## config.mk

```make
export PLATFORM = sky130hd
export DESIGN_NAME = afe_setup_gain_offset_regs
export DESIGN_NICKNAME = d
export VERILOG_FILES = /design/src/verilog/afe_setup_gain_offset_regs.v
export VERILOG_INCLUDE_DIRS = /design/src /design/src/verilog
export SDC_FILE = /design/constraint.sdc
export NUM_CORES = 1
export LEC_CHECK = 0
export BUFFER_PORTS_ARGS = -buffer_cell sky130_fd_sc_hd__buf_2
export CAP_MARGIN = 20
export CORE_UTILIZATION = 30
export CTS_BUF_LIST = sky130_fd_sc_hd__clkbuf_4 sky130_fd_sc_hd__clkbuf_8
export DETAILED_ROUTE_END_ITERATION = 16
export PLACE_DENSITY = 0.62
export SYNTH_ARGS = -nofsm -noshare
export SYNTH_HDL_FRONTEND = slang
export SYNTH_SLANG_ARGS = --single-unit
```

## constraint.sdc

```tcl
create_clock -name hclk -period 2.4 [get_ports hclk]
set_input_delay 0 -clock hclk [delete_from_list [all_inputs] [get_ports hclk]]
set_output_delay 0 -clock hclk [all_outputs]
set_load 0.03 [all_outputs]
```

## src/verilog/afe_regs_consts.vh

```
`ifndef AFE_REGS_CONSTS_VH
`define AFE_REGS_CONSTS_VH

// Register indices; the byte address on the bus is four times the index.
`define IDX_STROBE_DETECT_SETUP   8'h05
`define IDX_POWER_DISABLE_MASK    8'h06
`define IDX_SPECIAL_FUNCTION      8'h07
`define IDX_ANALOG_CONTROL        8'h08
`define IDX_RED_OFFSET            8'h20
`define IDX_GREEN_OFFSET          8'h21
`define IDX_BLUE_OFFSET           8'h22
`define IDX_ALL_COLOUR_OFFSET     8'h23
`define IDX_RED_GAIN_LOW          8'h24
`define IDX_GREEN_GAIN_LOW        8'h25
`define IDX_BLUE_GAIN_LOW         8'h26
`define IDX_ALL_COLOUR_GAIN_LOW   8'h27
`define IDX_RED_GAIN_HIGH         8'h28
`define IDX_GREEN_GAIN_HIGH       8'h29
`define IDX_BLUE_GAIN_HIGH        8'h2a
`define IDX_ALL_COLOUR_GAIN_HIGH  8'h2b

// Field positions.
`define BIT_STROBE_DETECT_EN      0
`define MSB_STROBE_PULSE_DELAY    3
`define LSB_STROBE_PULSE_DELAY    1
`define BIT_STROBE_EDGE_POLARITY  4
`define MSB_CELL_DISABLE_MASK     3
`define LSB_CELL_DISABLE_MASK     0
`define BIT_FAST_BIAS_SEL         1
`define BIT_SELECTIVE_POWERDOWN   0
`define BIT_GAIN_LAW_SEL          1
`define BIT_GAIN_LOW              0

// Reset values.
`define RST_STROBE_DETECT_SETUP   8'h00
`define RST_POWER_DISABLE_MASK    4'h0
`define RST_SPECIAL_FUNCTION      8'h00
`define RST_ANALOG_CONTROL        8'h00
`define RST_OFFSET                8'h00
`define RST_GAIN_LOW              1'h0
`define RST_GAIN_HIGH             8'h00

// Bus encodings.
`define HRESP_OKAY                1'h0

`endif

```

## src/verilog/afe_setup_gain_offset_regs.v

```verilog
// Overview of operation
// With strobe detection off, the synchronised sampling strobe is passed straight on as the timing strobe.
// With strobe detection on, an edge of the sampling strobe produces an internal synchronisation pulse.
// That pulse follows the detected edge by as many clock periods as the 3-bit delay field, which resets to zero.
// The delay field has no effect while strobe detection is off.
// The polarity bit picks falling edges when 0 and rising edges when 1.
// The polarity bit has no effect while strobe detection is off.
// The 4-bit cell disable mask, reset to zero, acts only while selective power-down is set.
// A mask bit of 1 disables its cell; bits 0 to 2 are the red, green and blue cells and bit 3 the converter.
// The fast bias output follows bit 1 of the special function register.
// Red, green and blue each keep an 8-bit offset code that resets to zero.
// Writing the all-colour offset location loads all three offset codes.
// Each 9-bit gain code is the high register as bits 8:1 above bit 0 of the low register.
// Writing the all-colour gain low location loads all three gain low bits.
// Writing the all-colour gain high location loads all three gain high registers.
// The gain code goes to the gain stage unchanged, whatever the gain law select.
// A broadcast write updates all colours in one cycle and a single-colour write changes only that colour.
// The strobe is sampled on the clock and compared with its last value; each detected edge restarts the delay and drops any pulse still pending.
//
// Implementation choice: the AHB-Lite slave port.

`include "afe_regs_consts.vh"

`default_nettype none

module afe_setup_gain_offset_regs (
  input  wire        hclk,
  input  wire        hresetn,
  input  wire        hsel,
  input  wire [31:0] haddr,
  input  wire [1:0]  htrans,
  input  wire        hwrite,
  input  wire [2:0]  hsize,
  input  wire [31:0] hwdata,
  input  wire        hready,
  output wire        hreadyout,
  output wire        hresp,
  output wire [31:0] hrdata,
  input  wire        sample_strobe_in,
  output wire        timing_strobe,
  output wire [3:0]  cell_power_disable,
  output wire        fast_bias_sel,
  output wire        gain_law_sel,
  output wire [7:0]  red_offset_code,
  output wire [7:0]  green_offset_code,
  output wire [7:0]  blue_offset_code,
  output wire [8:0]  red_gain_code,
  output wire [8:0]  green_gain_code,
  output wire [8:0]  blue_gain_code
);

  // Index of a word address when it lies in the register window, else all ones.
  function [7:0] reg_index;
    input [31:0] addr;
    begin
      if (addr[31:10] == 22'h000000) begin
        reg_index = addr[9:2];
      end else begin
        reg_index = 8'hff;
      end
    end
  endfunction

  // True when a write index names this colour's own location or the broadcast one.
  function colour_hit;
    input [7:0]   idx;
    input [7:0]   first;
    input [7:0]   bcast;
    input integer colour;
    begin
      colour_hit = (idx == (first + colour[7:0])) || (idx == bcast);
    end
  endfunction

  // Bus side state.
  reg        hreadyout_q;
  reg        hresp_q;
  reg [31:0] hrdata_q;
  reg        wr_pend_q;
  reg [7:0]  wr_idx_q;
  reg        rd_pend_q;
  reg [7:0]  rd_idx_q;

  // Setup registers.
  reg [7:0]  strobe_setup_q;
  reg [3:0]  disable_mask_q;
  reg [7:0]  special_q;
  reg [7:0]  analog_ctrl_q;
  reg [3:0]  cell_disable_q;

  // Per-colour storage, index 0 red, 1 green, 2 blue.
  reg [7:0]  offset_q    [0:2];
  reg        gain_low_q  [0:2];
  reg [7:0]  gain_high_q [0:2];

  // Strobe path.
  reg        strobe_s1_q;
  reg        strobe_s2_q;
  reg        strobe_prev_q;
  reg [2:0]  delay_cnt_q;
  reg        delay_run_q;
  reg        timing_strobe_q;
  reg [2:0]  delay_cnt_d;
  reg        delay_run_d;
  reg        timing_strobe_d;

  wire       addr_accept;
  wire       wr_fire;
  wire       detect_en;
  wire       edge_pol;
  wire [2:0] pulse_delay;
  wire       rise_seen;
  wire       fall_seen;
  wire       edge_seen;

  reg [31:0] rd_mux;

  // A write lands at the end of its data phase, while hwdata is valid.
  assign addr_accept = hsel & htrans[1] & hready;
  assign wr_fire     = wr_pend_q;

  assign hreadyout = hreadyout_q;
  assign hresp     = hresp_q;
  assign hrdata    = hrdata_q;

  // Address phase capture. Reads take one wait state so that a write in the
  // preceding data phase has landed before the read value is sampled.
  always @(posedge hclk or negedge hresetn) begin
    if (!hresetn) begin
      hreadyout_q <= 1'b1;
      hresp_q     <= `HRESP_OKAY;
      hrdata_q    <= 32'h00000000;
      wr_pend_q   <= 1'b0;
      wr_idx_q    <= 8'h00;
      rd_pend_q   <= 1'b0;
      rd_idx_q    <= 8'h00;
    end else begin
      // Every transfer, unmapped or write-only ones too, answers OKAY.
      hresp_q <= `HRESP_OKAY;
      if (rd_pend_q) begin
        hrdata_q    <= rd_mux;
        hreadyout_q <= 1'b1;
        rd_pend_q   <= 1'b0;
      end
      if (addr_accept && hwrite) begin
        wr_pend_q <= 1'b1;
        wr_idx_q  <= reg_index(haddr);
      end else if (hready) begin
        wr_pend_q <= 1'b0;
      end
      if (addr_accept && !hwrite) begin
        rd_pend_q   <= 1'b1;
        rd_idx_q    <= reg_index(haddr);
        hreadyout_q <= 1'b0;
      end
    end
  end

  // Read-back multiplexer; write-only and unmapped locations read zero.
  always @* begin
    rd_mux = 32'h00000000;
    case (rd_idx_q)
      `IDX_STROBE_DETECT_SETUP: begin
        rd_mux[7:0] = strobe_setup_q;
      end
      `IDX_POWER_DISABLE_MASK: begin
        rd_mux[3:0] = disable_mask_q;
      end
      `IDX_SPECIAL_FUNCTION: begin
        rd_mux[7:0] = special_q;
      end
      `IDX_ANALOG_CONTROL: begin
        rd_mux[7:0] = analog_ctrl_q;
      end
      `IDX_RED_OFFSET: begin
        rd_mux[7:0] = offset_q[0];
      end
      `IDX_GREEN_OFFSET: begin
        rd_mux[7:0] = offset_q[1];
      end
      `IDX_BLUE_OFFSET: begin
        rd_mux[7:0] = offset_q[2];
      end
      `IDX_RED_GAIN_LOW: begin
        rd_mux[`BIT_GAIN_LOW] = gain_low_q[0];
      end
      `IDX_GREEN_GAIN_LOW: begin
        rd_mux[`BIT_GAIN_LOW] = gain_low_q[1];
      end
      `IDX_BLUE_GAIN_LOW: begin
        rd_mux[`BIT_GAIN_LOW] = gain_low_q[2];
      end
      `IDX_RED_GAIN_HIGH: begin
        rd_mux[7:0] = gain_high_q[0];
      end
      `IDX_GREEN_GAIN_HIGH: begin
        rd_mux[7:0] = gain_high_q[1];
      end
      `IDX_BLUE_GAIN_HIGH: begin
        rd_mux[7:0] = gain_high_q[2];
      end
      default: begin
        rd_mux = 32'h00000000;
      end
    endcase
  end

  // Setup register writes.
  always @(posedge hclk or negedge hresetn) begin
    if (!hresetn) begin
      strobe_setup_q <= `RST_STROBE_DETECT_SETUP;
      disable_mask_q <= `RST_POWER_DISABLE_MASK;
      special_q      <= `RST_SPECIAL_FUNCTION;
      analog_ctrl_q  <= `RST_ANALOG_CONTROL;
    end else if (wr_fire) begin
      case (wr_idx_q)
        `IDX_STROBE_DETECT_SETUP: begin
          strobe_setup_q <= hwdata[7:0];
        end
        `IDX_POWER_DISABLE_MASK: begin
          disable_mask_q <= hwdata[`MSB_CELL_DISABLE_MASK:`LSB_CELL_DISABLE_MASK];
        end
        `IDX_SPECIAL_FUNCTION: begin
          special_q <= hwdata[7:0];
        end
        `IDX_ANALOG_CONTROL: begin
          analog_ctrl_q <= hwdata[7:0];
        end
        default: begin
          special_q <= special_q;
        end
      endcase
    end
  end

  // Cell power gating, active only under selective power-down.
  // Registered so that mask and enable changes reach the cells on one edge.
  always @(posedge hclk or negedge hresetn) begin
    if (!hresetn) begin
      cell_disable_q <= `RST_POWER_DISABLE_MASK;
    end else if (analog_ctrl_q[`BIT_SELECTIVE_POWERDOWN]) begin
      cell_disable_q <= disable_mask_q;
    end else begin
      cell_disable_q <= 4'h0;
    end
  end

  assign cell_power_disable = cell_disable_q;
  // Bias and gain-law selects come straight from their register bits.
  assign fast_bias_sel      = special_q[`BIT_FAST_BIAS_SEL];
  assign gain_law_sel       = analog_ctrl_q[`BIT_GAIN_LAW_SEL];

  // Per-colour registers; each colour answers its own location and the broadcast one.
  genvar ch;
  generate
    for (ch = 0; ch < 3; ch = ch + 1) begin : g_colour
      wire off_hit;
      wire low_hit;
      wire high_hit;

      assign off_hit  = wr_fire && colour_hit(wr_idx_q, `IDX_RED_OFFSET,
                                              `IDX_ALL_COLOUR_OFFSET, ch);
      assign low_hit  = wr_fire && colour_hit(wr_idx_q, `IDX_RED_GAIN_LOW,
                                              `IDX_ALL_COLOUR_GAIN_LOW, ch);
      assign high_hit = wr_fire && colour_hit(wr_idx_q, `IDX_RED_GAIN_HIGH,
                                              `IDX_ALL_COLOUR_GAIN_HIGH, ch);

      // Offset code.
      always @(posedge hclk or negedge hresetn) begin
        if (!hresetn) begin
          offset_q[ch] <= `RST_OFFSET;
        end else if (off_hit) begin
          offset_q[ch] <= hwdata[7:0];
        end
      end

      // Gain low bit.
      always @(posedge hclk or negedge hresetn) begin
        if (!hresetn) begin
          gain_low_q[ch] <= `RST_GAIN_LOW;
        end else if (low_hit) begin
          gain_low_q[ch] <= hwdata[`BIT_GAIN_LOW];
        end
      end

      // Gain high byte.
      always @(posedge hclk or negedge hresetn) begin
        if (!hresetn) begin
          gain_high_q[ch] <= `RST_GAIN_HIGH;
        end else if (high_hit) begin
          gain_high_q[ch] <= hwdata[7:0];
        end
      end
    end
  endgenerate

  // Offset codes leave the block as stored.
  assign red_offset_code   = offset_q[0];
  assign green_offset_code = offset_q[1];
  assign blue_offset_code  = offset_q[2];

  // Gain codes go out raw; the gain law is applied in the analogue stage.
  assign red_gain_code   = {gain_high_q[0], gain_low_q[0]};
  assign green_gain_code = {gain_high_q[1], gain_low_q[1]};
  assign blue_gain_code  = {gain_high_q[2], gain_low_q[2]};

  // Strobe synchroniser and edge detector.
  // Only the second flop feeds the edge logic; the first may go metastable.
  assign detect_en   = strobe_setup_q[`BIT_STROBE_DETECT_EN];
  assign edge_pol    = strobe_setup_q[`BIT_STROBE_EDGE_POLARITY];
  assign pulse_delay = strobe_setup_q[`MSB_STROBE_PULSE_DELAY:`LSB_STROBE_PULSE_DELAY];
  assign rise_seen   = strobe_s2_q & ~strobe_prev_q;
  assign fall_seen   = ~strobe_s2_q & strobe_prev_q;
  assign edge_seen   = edge_pol ? rise_seen : fall_seen;

  always @(posedge hclk or negedge hresetn) begin
    if (!hresetn) begin
      strobe_s1_q   <= 1'b0;
      strobe_s2_q   <= 1'b0;
      strobe_prev_q <= 1'b0;
    end else begin
      strobe_s1_q   <= sample_strobe_in;
      strobe_s2_q   <= strobe_s1_q;
      strobe_prev_q <= strobe_s2_q;
    end
  end

  // Next state of the delay counter and timing strobe. A new edge restarts the
  // delay, so a pulse still pending from an earlier edge is dropped.
  always @* begin
    delay_cnt_d     = delay_cnt_q;
    delay_run_d     = delay_run_q;
    timing_strobe_d = 1'b0;
    if (!detect_en) begin
      // Detection off: the synchronised level passes straight through.
      delay_cnt_d     = 3'h0;
      delay_run_d     = 1'b0;
      timing_strobe_d = strobe_s2_q;
    end else if (edge_seen) begin
      if (pulse_delay == 3'h0) begin
        delay_run_d     = 1'b0;
        delay_cnt_d     = 3'h0;
        timing_strobe_d = 1'b1;
      end else begin
        delay_run_d = 1'b1;
        delay_cnt_d = pulse_delay;
      end
    end else if (delay_run_q) begin
      // Count down; the pulse fires as the count leaves one.
      if (delay_cnt_q == 3'h1) begin
        delay_run_d     = 1'b0;
        timing_strobe_d = 1'b1;
      end
      delay_cnt_d = delay_cnt_q - 3'h1;
    end
  end

  always @(posedge hclk or negedge hresetn) begin
    if (!hresetn) begin
      delay_cnt_q     <= 3'h0;
      delay_run_q     <= 1'b0;
      timing_strobe_q <= 1'b0;
    end else begin
      delay_cnt_q     <= delay_cnt_d;
      delay_run_q     <= delay_run_d;
      timing_strobe_q <= timing_strobe_d;
    end
  end

  assign timing_strobe = timing_strobe_q;

endmodule // afe_setup_gain_offset_regs

`default_nettype wire
```

== Word level (Yosys, flattened, before mapping) ==
Index checks and enable logic that the tools add are counted.

* Shifts and indexed selects: 0
* $mul: 0
* Bitwise operators: 6
* $lt $le $gt $ge: 0
* Mux-type cells: 25
* Reductions and logical operators: 29
* $add $sub $neg: 1
* Eq/ne operators: 31
* Div/mod/pow operators: 0

{| class="wikitable"
|+ Operators by type and width
! cell !! count
|-
| $eq 8x6->1 const B || 21
|-
| $eq 8x3->1 const B || 6
|-
| $pmux 4 s9 || 1
|-
| $pmux 3 s10 || 1
|-
| $logic_not 22->1 || 1
|-
| $eq 8x4->1 const B || 2
|-
| $mux 1 || 16
|-
| $pmux 1 s13 || 1
|-
| $mux 3 || 4
|-
| $logic_and 1x1->1 || 11
|-
| $logic_or 1x1->1 || 9
|-
| $mux 8 || 1
|-
| $reduce_and 2->1 || 4
|-
| $and 1x1->1 || 4
|-
| $mux 4 || 1
|-
| $reduce_bool 2->1 || 2
|-
| $eq 3x1->1 const B || 1
|-
| $logic_not 3->1 || 1
|-
| $ne 3x1->1 const B || 1
|-
| $sub 3x1->3 const B || 1
|-
| $not 1->1 || 2
|-
| $logic_not 1->1 || 1
|}

* Logic and storage cells: 118
* Memory bits (writable): 0
* Flip-flop bits (word level): 118
* Memories: 0
* Output and inout bits: 92
* Memory bits (read-only): 0
* Bits in latches: 0
* Bits of input ports: 75

== Logic depth before layout (Yosys ltp) ==
* Depth after elaboration: 5
* Depth in mapped cells: 7
* Depth with buffers taken out: 6

== Least setup slack after synthesis ==
Ideal clock, no wire load.

* Path type: reg-to-reg
* Start: register wr_idx_q[7]
* End: register gain_high_q (netlist bit red_gain_code[1])
* Required time: 2.275 ns
* Arrival time: 1.585 ns
* Stages on the path, launching flop included: 7
* Setup time: 0.125 ns
* Buffers on the path: 1
* Slack: 0.691 ns
* Period minus slack after synthesis: 1.709 ns
* Cell sequence: dfrtp_1 -> nor3b_2 -> nand3b_1 -> nor3b_2 -> and2_1 -> buf_2 -> mux2_2

* Word-level cells in the longest chain between the ends: 3
* Elaborated cells between the ends (all ways): 4
* Classes of those cells: eq/ne (2); reduce/logical (2)

{| class="wikitable"
|+ Ends and longest elaborated chain
! item !! line !! RTL
|-
| from (decl) || afe_setup_gain_offset_regs.v:80 || <nowiki>reg [7:0] wr_idx_q;</nowiki>
|-
| from (signal assigned) || afe_setup_gain_offset_regs.v:147 || <nowiki>wr_idx_q <= reg_index(haddr);</nowiki>
|-
| $eq 8x6->1 || afe_setup_gain_offset_regs.v:71 || <nowiki>colour_hit = (idx == (first + colour[7:0])) || (idx == bcast);</nowiki>
|-
| $logic_or 1x1->1 (*) || afe_setup_gain_offset_regs.v:71 ||
|-
| $logic_and 1x1->1 (*) || afe_setup_gain_offset_regs.v:265 || <nowiki>assign high_hit = wr_fire && colour_hit(wr_idx_q, `IDX_RED_GAIN_HIGH,</nowiki>
|-
| to (signal, indexed assignment) || afe_setup_gain_offset_regs.v:289 || <nowiki>gain_high_q[ch] <= `RST_GAIN_HIGH;</nowiki>
|-
| to (signal, indexed assignment) || afe_setup_gain_offset_regs.v:291 || <nowiki>gain_high_q[ch] <= hwdata[7:0];</nowiki>
|-
| to (decl) || afe_setup_gain_offset_regs.v:94 || <nowiki>reg [7:0] gain_high_q [0:2];</nowiki>
|}

Every way passes the cells marked *; elsewhere a longest branch is shown, timed or not.
A chain may end at the register's enable or synchronous reset.

== Worst setup path after layout ==
* Start: register wr_idx_q[7]
* End: register offset_q (netlist bit red_offset_code[5])

* Word-level cells in the longest chain between the ends: 3
* Elaborated cells between the ends (all ways): 4
* Classes of those cells: eq/ne (2); reduce/logical (2)

{| class="wikitable"
|+ Ends and longest elaborated chain
! item !! line !! RTL
|-
| $eq 8x6->1 || afe_setup_gain_offset_regs.v:71 ||
|-
| $logic_or 1x1->1 (*) || afe_setup_gain_offset_regs.v:71 ||
|-
| $logic_and 1x1->1 (*) || afe_setup_gain_offset_regs.v:261 || <nowiki>assign off_hit = wr_fire && colour_hit(wr_idx_q, `IDX_RED_OFFSET,</nowiki>
|-
| to (signal, indexed assignment) || afe_setup_gain_offset_regs.v:271 || <nowiki>offset_q[ch] <= `RST_OFFSET;</nowiki>
|-
| to (signal, indexed assignment) || afe_setup_gain_offset_regs.v:273 || <nowiki>offset_q[ch] <= hwdata[7:0];</nowiki>
|-
| to (decl) || afe_setup_gain_offset_regs.v:92 || <nowiki>reg [7:0] offset_q [0:2];</nowiki>
|}

Marks and branches as above.

==> results_dict.tcl <==
set metrics [dict create \
    dp_hpwl_um 10980 \
    synth-seq-cells 118 \
    clk_latency_ns 0.45 \
    antennaDiodeCount 0 \
    grt_pass1_vias 4347 \
    htree_levels 4 \
    final_common_cell "dfrtp_1" \
    ys_warn_count 0 \
    totalWireLength_um 15630 \
    clock_sinks 118 \
    die_x_um 139.0 \
    critPathSlowestCell "nand2_1" \
    switching_power_mw 1.526 \
    drt_iter0_markers 299 \
    hold_class "in2reg" \
    std_cell_rows 49 \
    start_kind "register" \
    die_area_um2 19310 \
    critPathKind "reg2reg" \
    p_leak_nw 3.195 \
    nets 708 \
    coreArea_um2 18150 \
    synth_compound_area_share_pct 10.00 \
    dieHeight_um 139.0 \
    drtAntennaViolNets 0 \
    synth_ff_type "dfrtp_1" \
    synth_seq_area_share_pct 52.49 \
    pwr-share-comb_pct 18.3 \
    grt_pass1_wl_um 24850 \
    worstPathCellList "nor3b_2 > nand3b_1 > nor3_1 > nand2_1 > mux2_2" \
    path_clk_slew_ns 0.07 \
    p_int_mw 3.388 \
    seqPwrFrac_pct 48.2 \
    clock_power_share_pct 33.5 \
    status "complete, no violations" \
    max_stage_delay_ns 0.43 \
    drc 0 \
    finClkSkew_ns 0.01080 \
    period_needed_ns 2.057 \
    synth_top_family_by_area "multiplexers" \
    worstPathRequired_ns 2.73 \
    grtUsageTotal_pct 17.08 \
    end_kind "register" \
    yosysTopAreaCell "dfrtp_1" \
    cts_inserted_buffers 17 \
    nFillCells 1806 \
    initial_core_util_pct 31.01 \
    yosysUniqueCellTypes 57 \
    p_per_area_nw_per_um2 704.2 \
    cts_tree "yes" \
    avgSynthCellArea_um2 11.53 \
    slew_headroom_pct 52.22 \
    wl_per_cell_um 17.90 \
    most-common-layout-cells "117 x dfrtp_1, 110 x buf_2, 88 x mux2_2" \
    cts_hold_buffers 21 \
    rsz0062_at_grt "false" \
    period_share_pct 85.72 \
    async_flop_share_pct 100.0 \
    num_vias 4324 \
    ios 167 \
    synth_top_area_share_pct 52.02 \
    antenna_found_initial 0 \
    worst_pin_slew_ns 0.7152 \
    arrival_ns 2.39 \
    gr-total-overflow 0 \
    cp_max_fo 8 \
    post_cts_buffers 0 \
    drv_cap 0 \
    postLayoutCoreUtil_pct 38.45 \
    syn_area_um2 5628 \
    switching_share_pct 31.05 \
    cts_root_buf "clkbuf_8" \
    ys_top_cells_by_area "dfrtp_1 52%, mux2_2 18%, buf_4 3.3%" \
    viasPerCell 4.953 \
    critPathBufInv 0 \
    syn_inst 488 \
    grt_max_degree 49 \
    finalSetupViolations 0 \
    cpLargestDelayFamily "simple AND/OR/NAND/NOR gates" \
    ctsResizeCount 0 \
    hold_violations 0 \
    portBuffers 111 \
    synthXorXnorAreaFrac_pct 0.4669 \
    ir_drop_mv 0.4478 \
    yosys.area_share.simple_pct 12.61 \
    drv_slew 0 \
    synthAdderAreaFrac_pct 0.4446 \
    synth-edff-count 0 \
    synthMuxAreaShare_pct 18.32 \
    syn2layout_area_growth_pct 23.99 \
    fmax_ghz 0.4861 \
    dr.pass1.iters 13 \
    setup_tns_ns 0 \
    drive_gt1_share_pct 39.60 \
    max-clock-path-buffers 2 \
    gp_congestion 0.7962 \
]
[final timing paths]
path                                      endpoint         from  slack [ns]  cells past startpoint
worst max-delay path            red_offset_code[5]  wr_idx_q[7]        0.34                      5
max in group asynchronous         red_gain_code[5]      hresetn        1.48                      3
min in group asynchronous              rd_idx_q[7]      hresetn        0.12                      2
worst max register to register  red_offset_code[5]  wr_idx_q[7]        0.34                      5
worst min register to register         strobe_s2_q  strobe_s1_q        0.35                      0
worst min-delay path                   wr_idx_q[7]    haddr[18]        0.11                      4
[worst reg2reg max path: stages, from the launching register on]
cell and delay [ns]:
dfrtp_1 0.39, nor3b_2 0.24, nand3b_1 0.17, nor3_1 0.30
nand2_1 0.43, mux2_2 0.42
[area by class of cell]
class	instances	area [um2]	area share (%)
Sequential cell	118	2954	42.33
Timing Repair Buffer	149	908.4	13.02
Tap cell	229	286.5	4.106
Multi-Input combinational cell	338	2449	35.09
Clock inverter	10	82.58	1.183
Clock buffer	22	271.5	3.891
Inverter	7	26.28	0.3765
[per-layer routing]
layer,global-route usage [%],share of wire (%)
met5,0,0
met4,9.006,3.4
met3,3.729,5.2
met2,26.66,47
met1,22.20,44
[synth_stat cells, types with 5 or more instances]
master and number:
dfrtp_1 117, mux2_2 88, nand2_1 34, nor2_1 29, buf_4 25, o21ai_0 20, a21oi_1 16, clkbuf_1 12
nand3_1 12, a22oi_1 10, buf_2 9, and2_1 8, a32oi_1 7, nor2b_1 7, and3_1 6, inv_1 6
nand2b_1 5
[flip-flops by register name (all words and copies together), names as in the netlist, 3 cells and up]
name / count
disable_mask_q: 4
analog_ctrl_q: 8
red_offset_code: 8
blue_gain_code: 9
wr_idx_q: 8
rd_idx_q: 8
hrdata: 8
green_offset_code: 8
special_q: 8
green_gain_code: 9
delay_cnt_q: 3
strobe_setup_q: 8
blue_offset_code: 8
red_gain_code: 9
cell_power_disable: 4
[kinds of logic after synthesis]
logic type               after synthesis
flip-flops                           118
multiplexers                          92
buffers and inverters                 56
adder cells (fa/ha/maj)                2
AO/OA/AOI/OAI                         82
AND/OR/NAND/NOR                      134
XOR/XNOR                               3
other                                  1
[stage by stage]
step	area (um2)	hold WS [ns]	setup WS (ns)	total power [mW]	instances
floorplan	5718	-0.2956	0.6907	2.976	512
global placement	6414	0.07433	0.3827	3.268	820
detailed placement	6414	0.07627	0.3436	3.282	820
CTS	6978	0.06418	0.3319	4.955	873
global route	6978	0.1794	0.1036	5.137	873
finish	6978	0.1107	0.3427	4.914	873
[power groups by stage]
stage | sequential [mW] | clock [mW] | combinational, mW
global route | 2.40 | 1.77 | 0.970
floorplan | 2.58 | 0 | 0.392
CTS | 2.37 | 1.68 | 0.908
detailed placement | 2.40 | 0 | 0.879
finish | 2.37 | 1.65 | 0.901
global placement | 2.40 | 0 | 0.868
No activity file was read; power rests on OpenSTA's default activity.
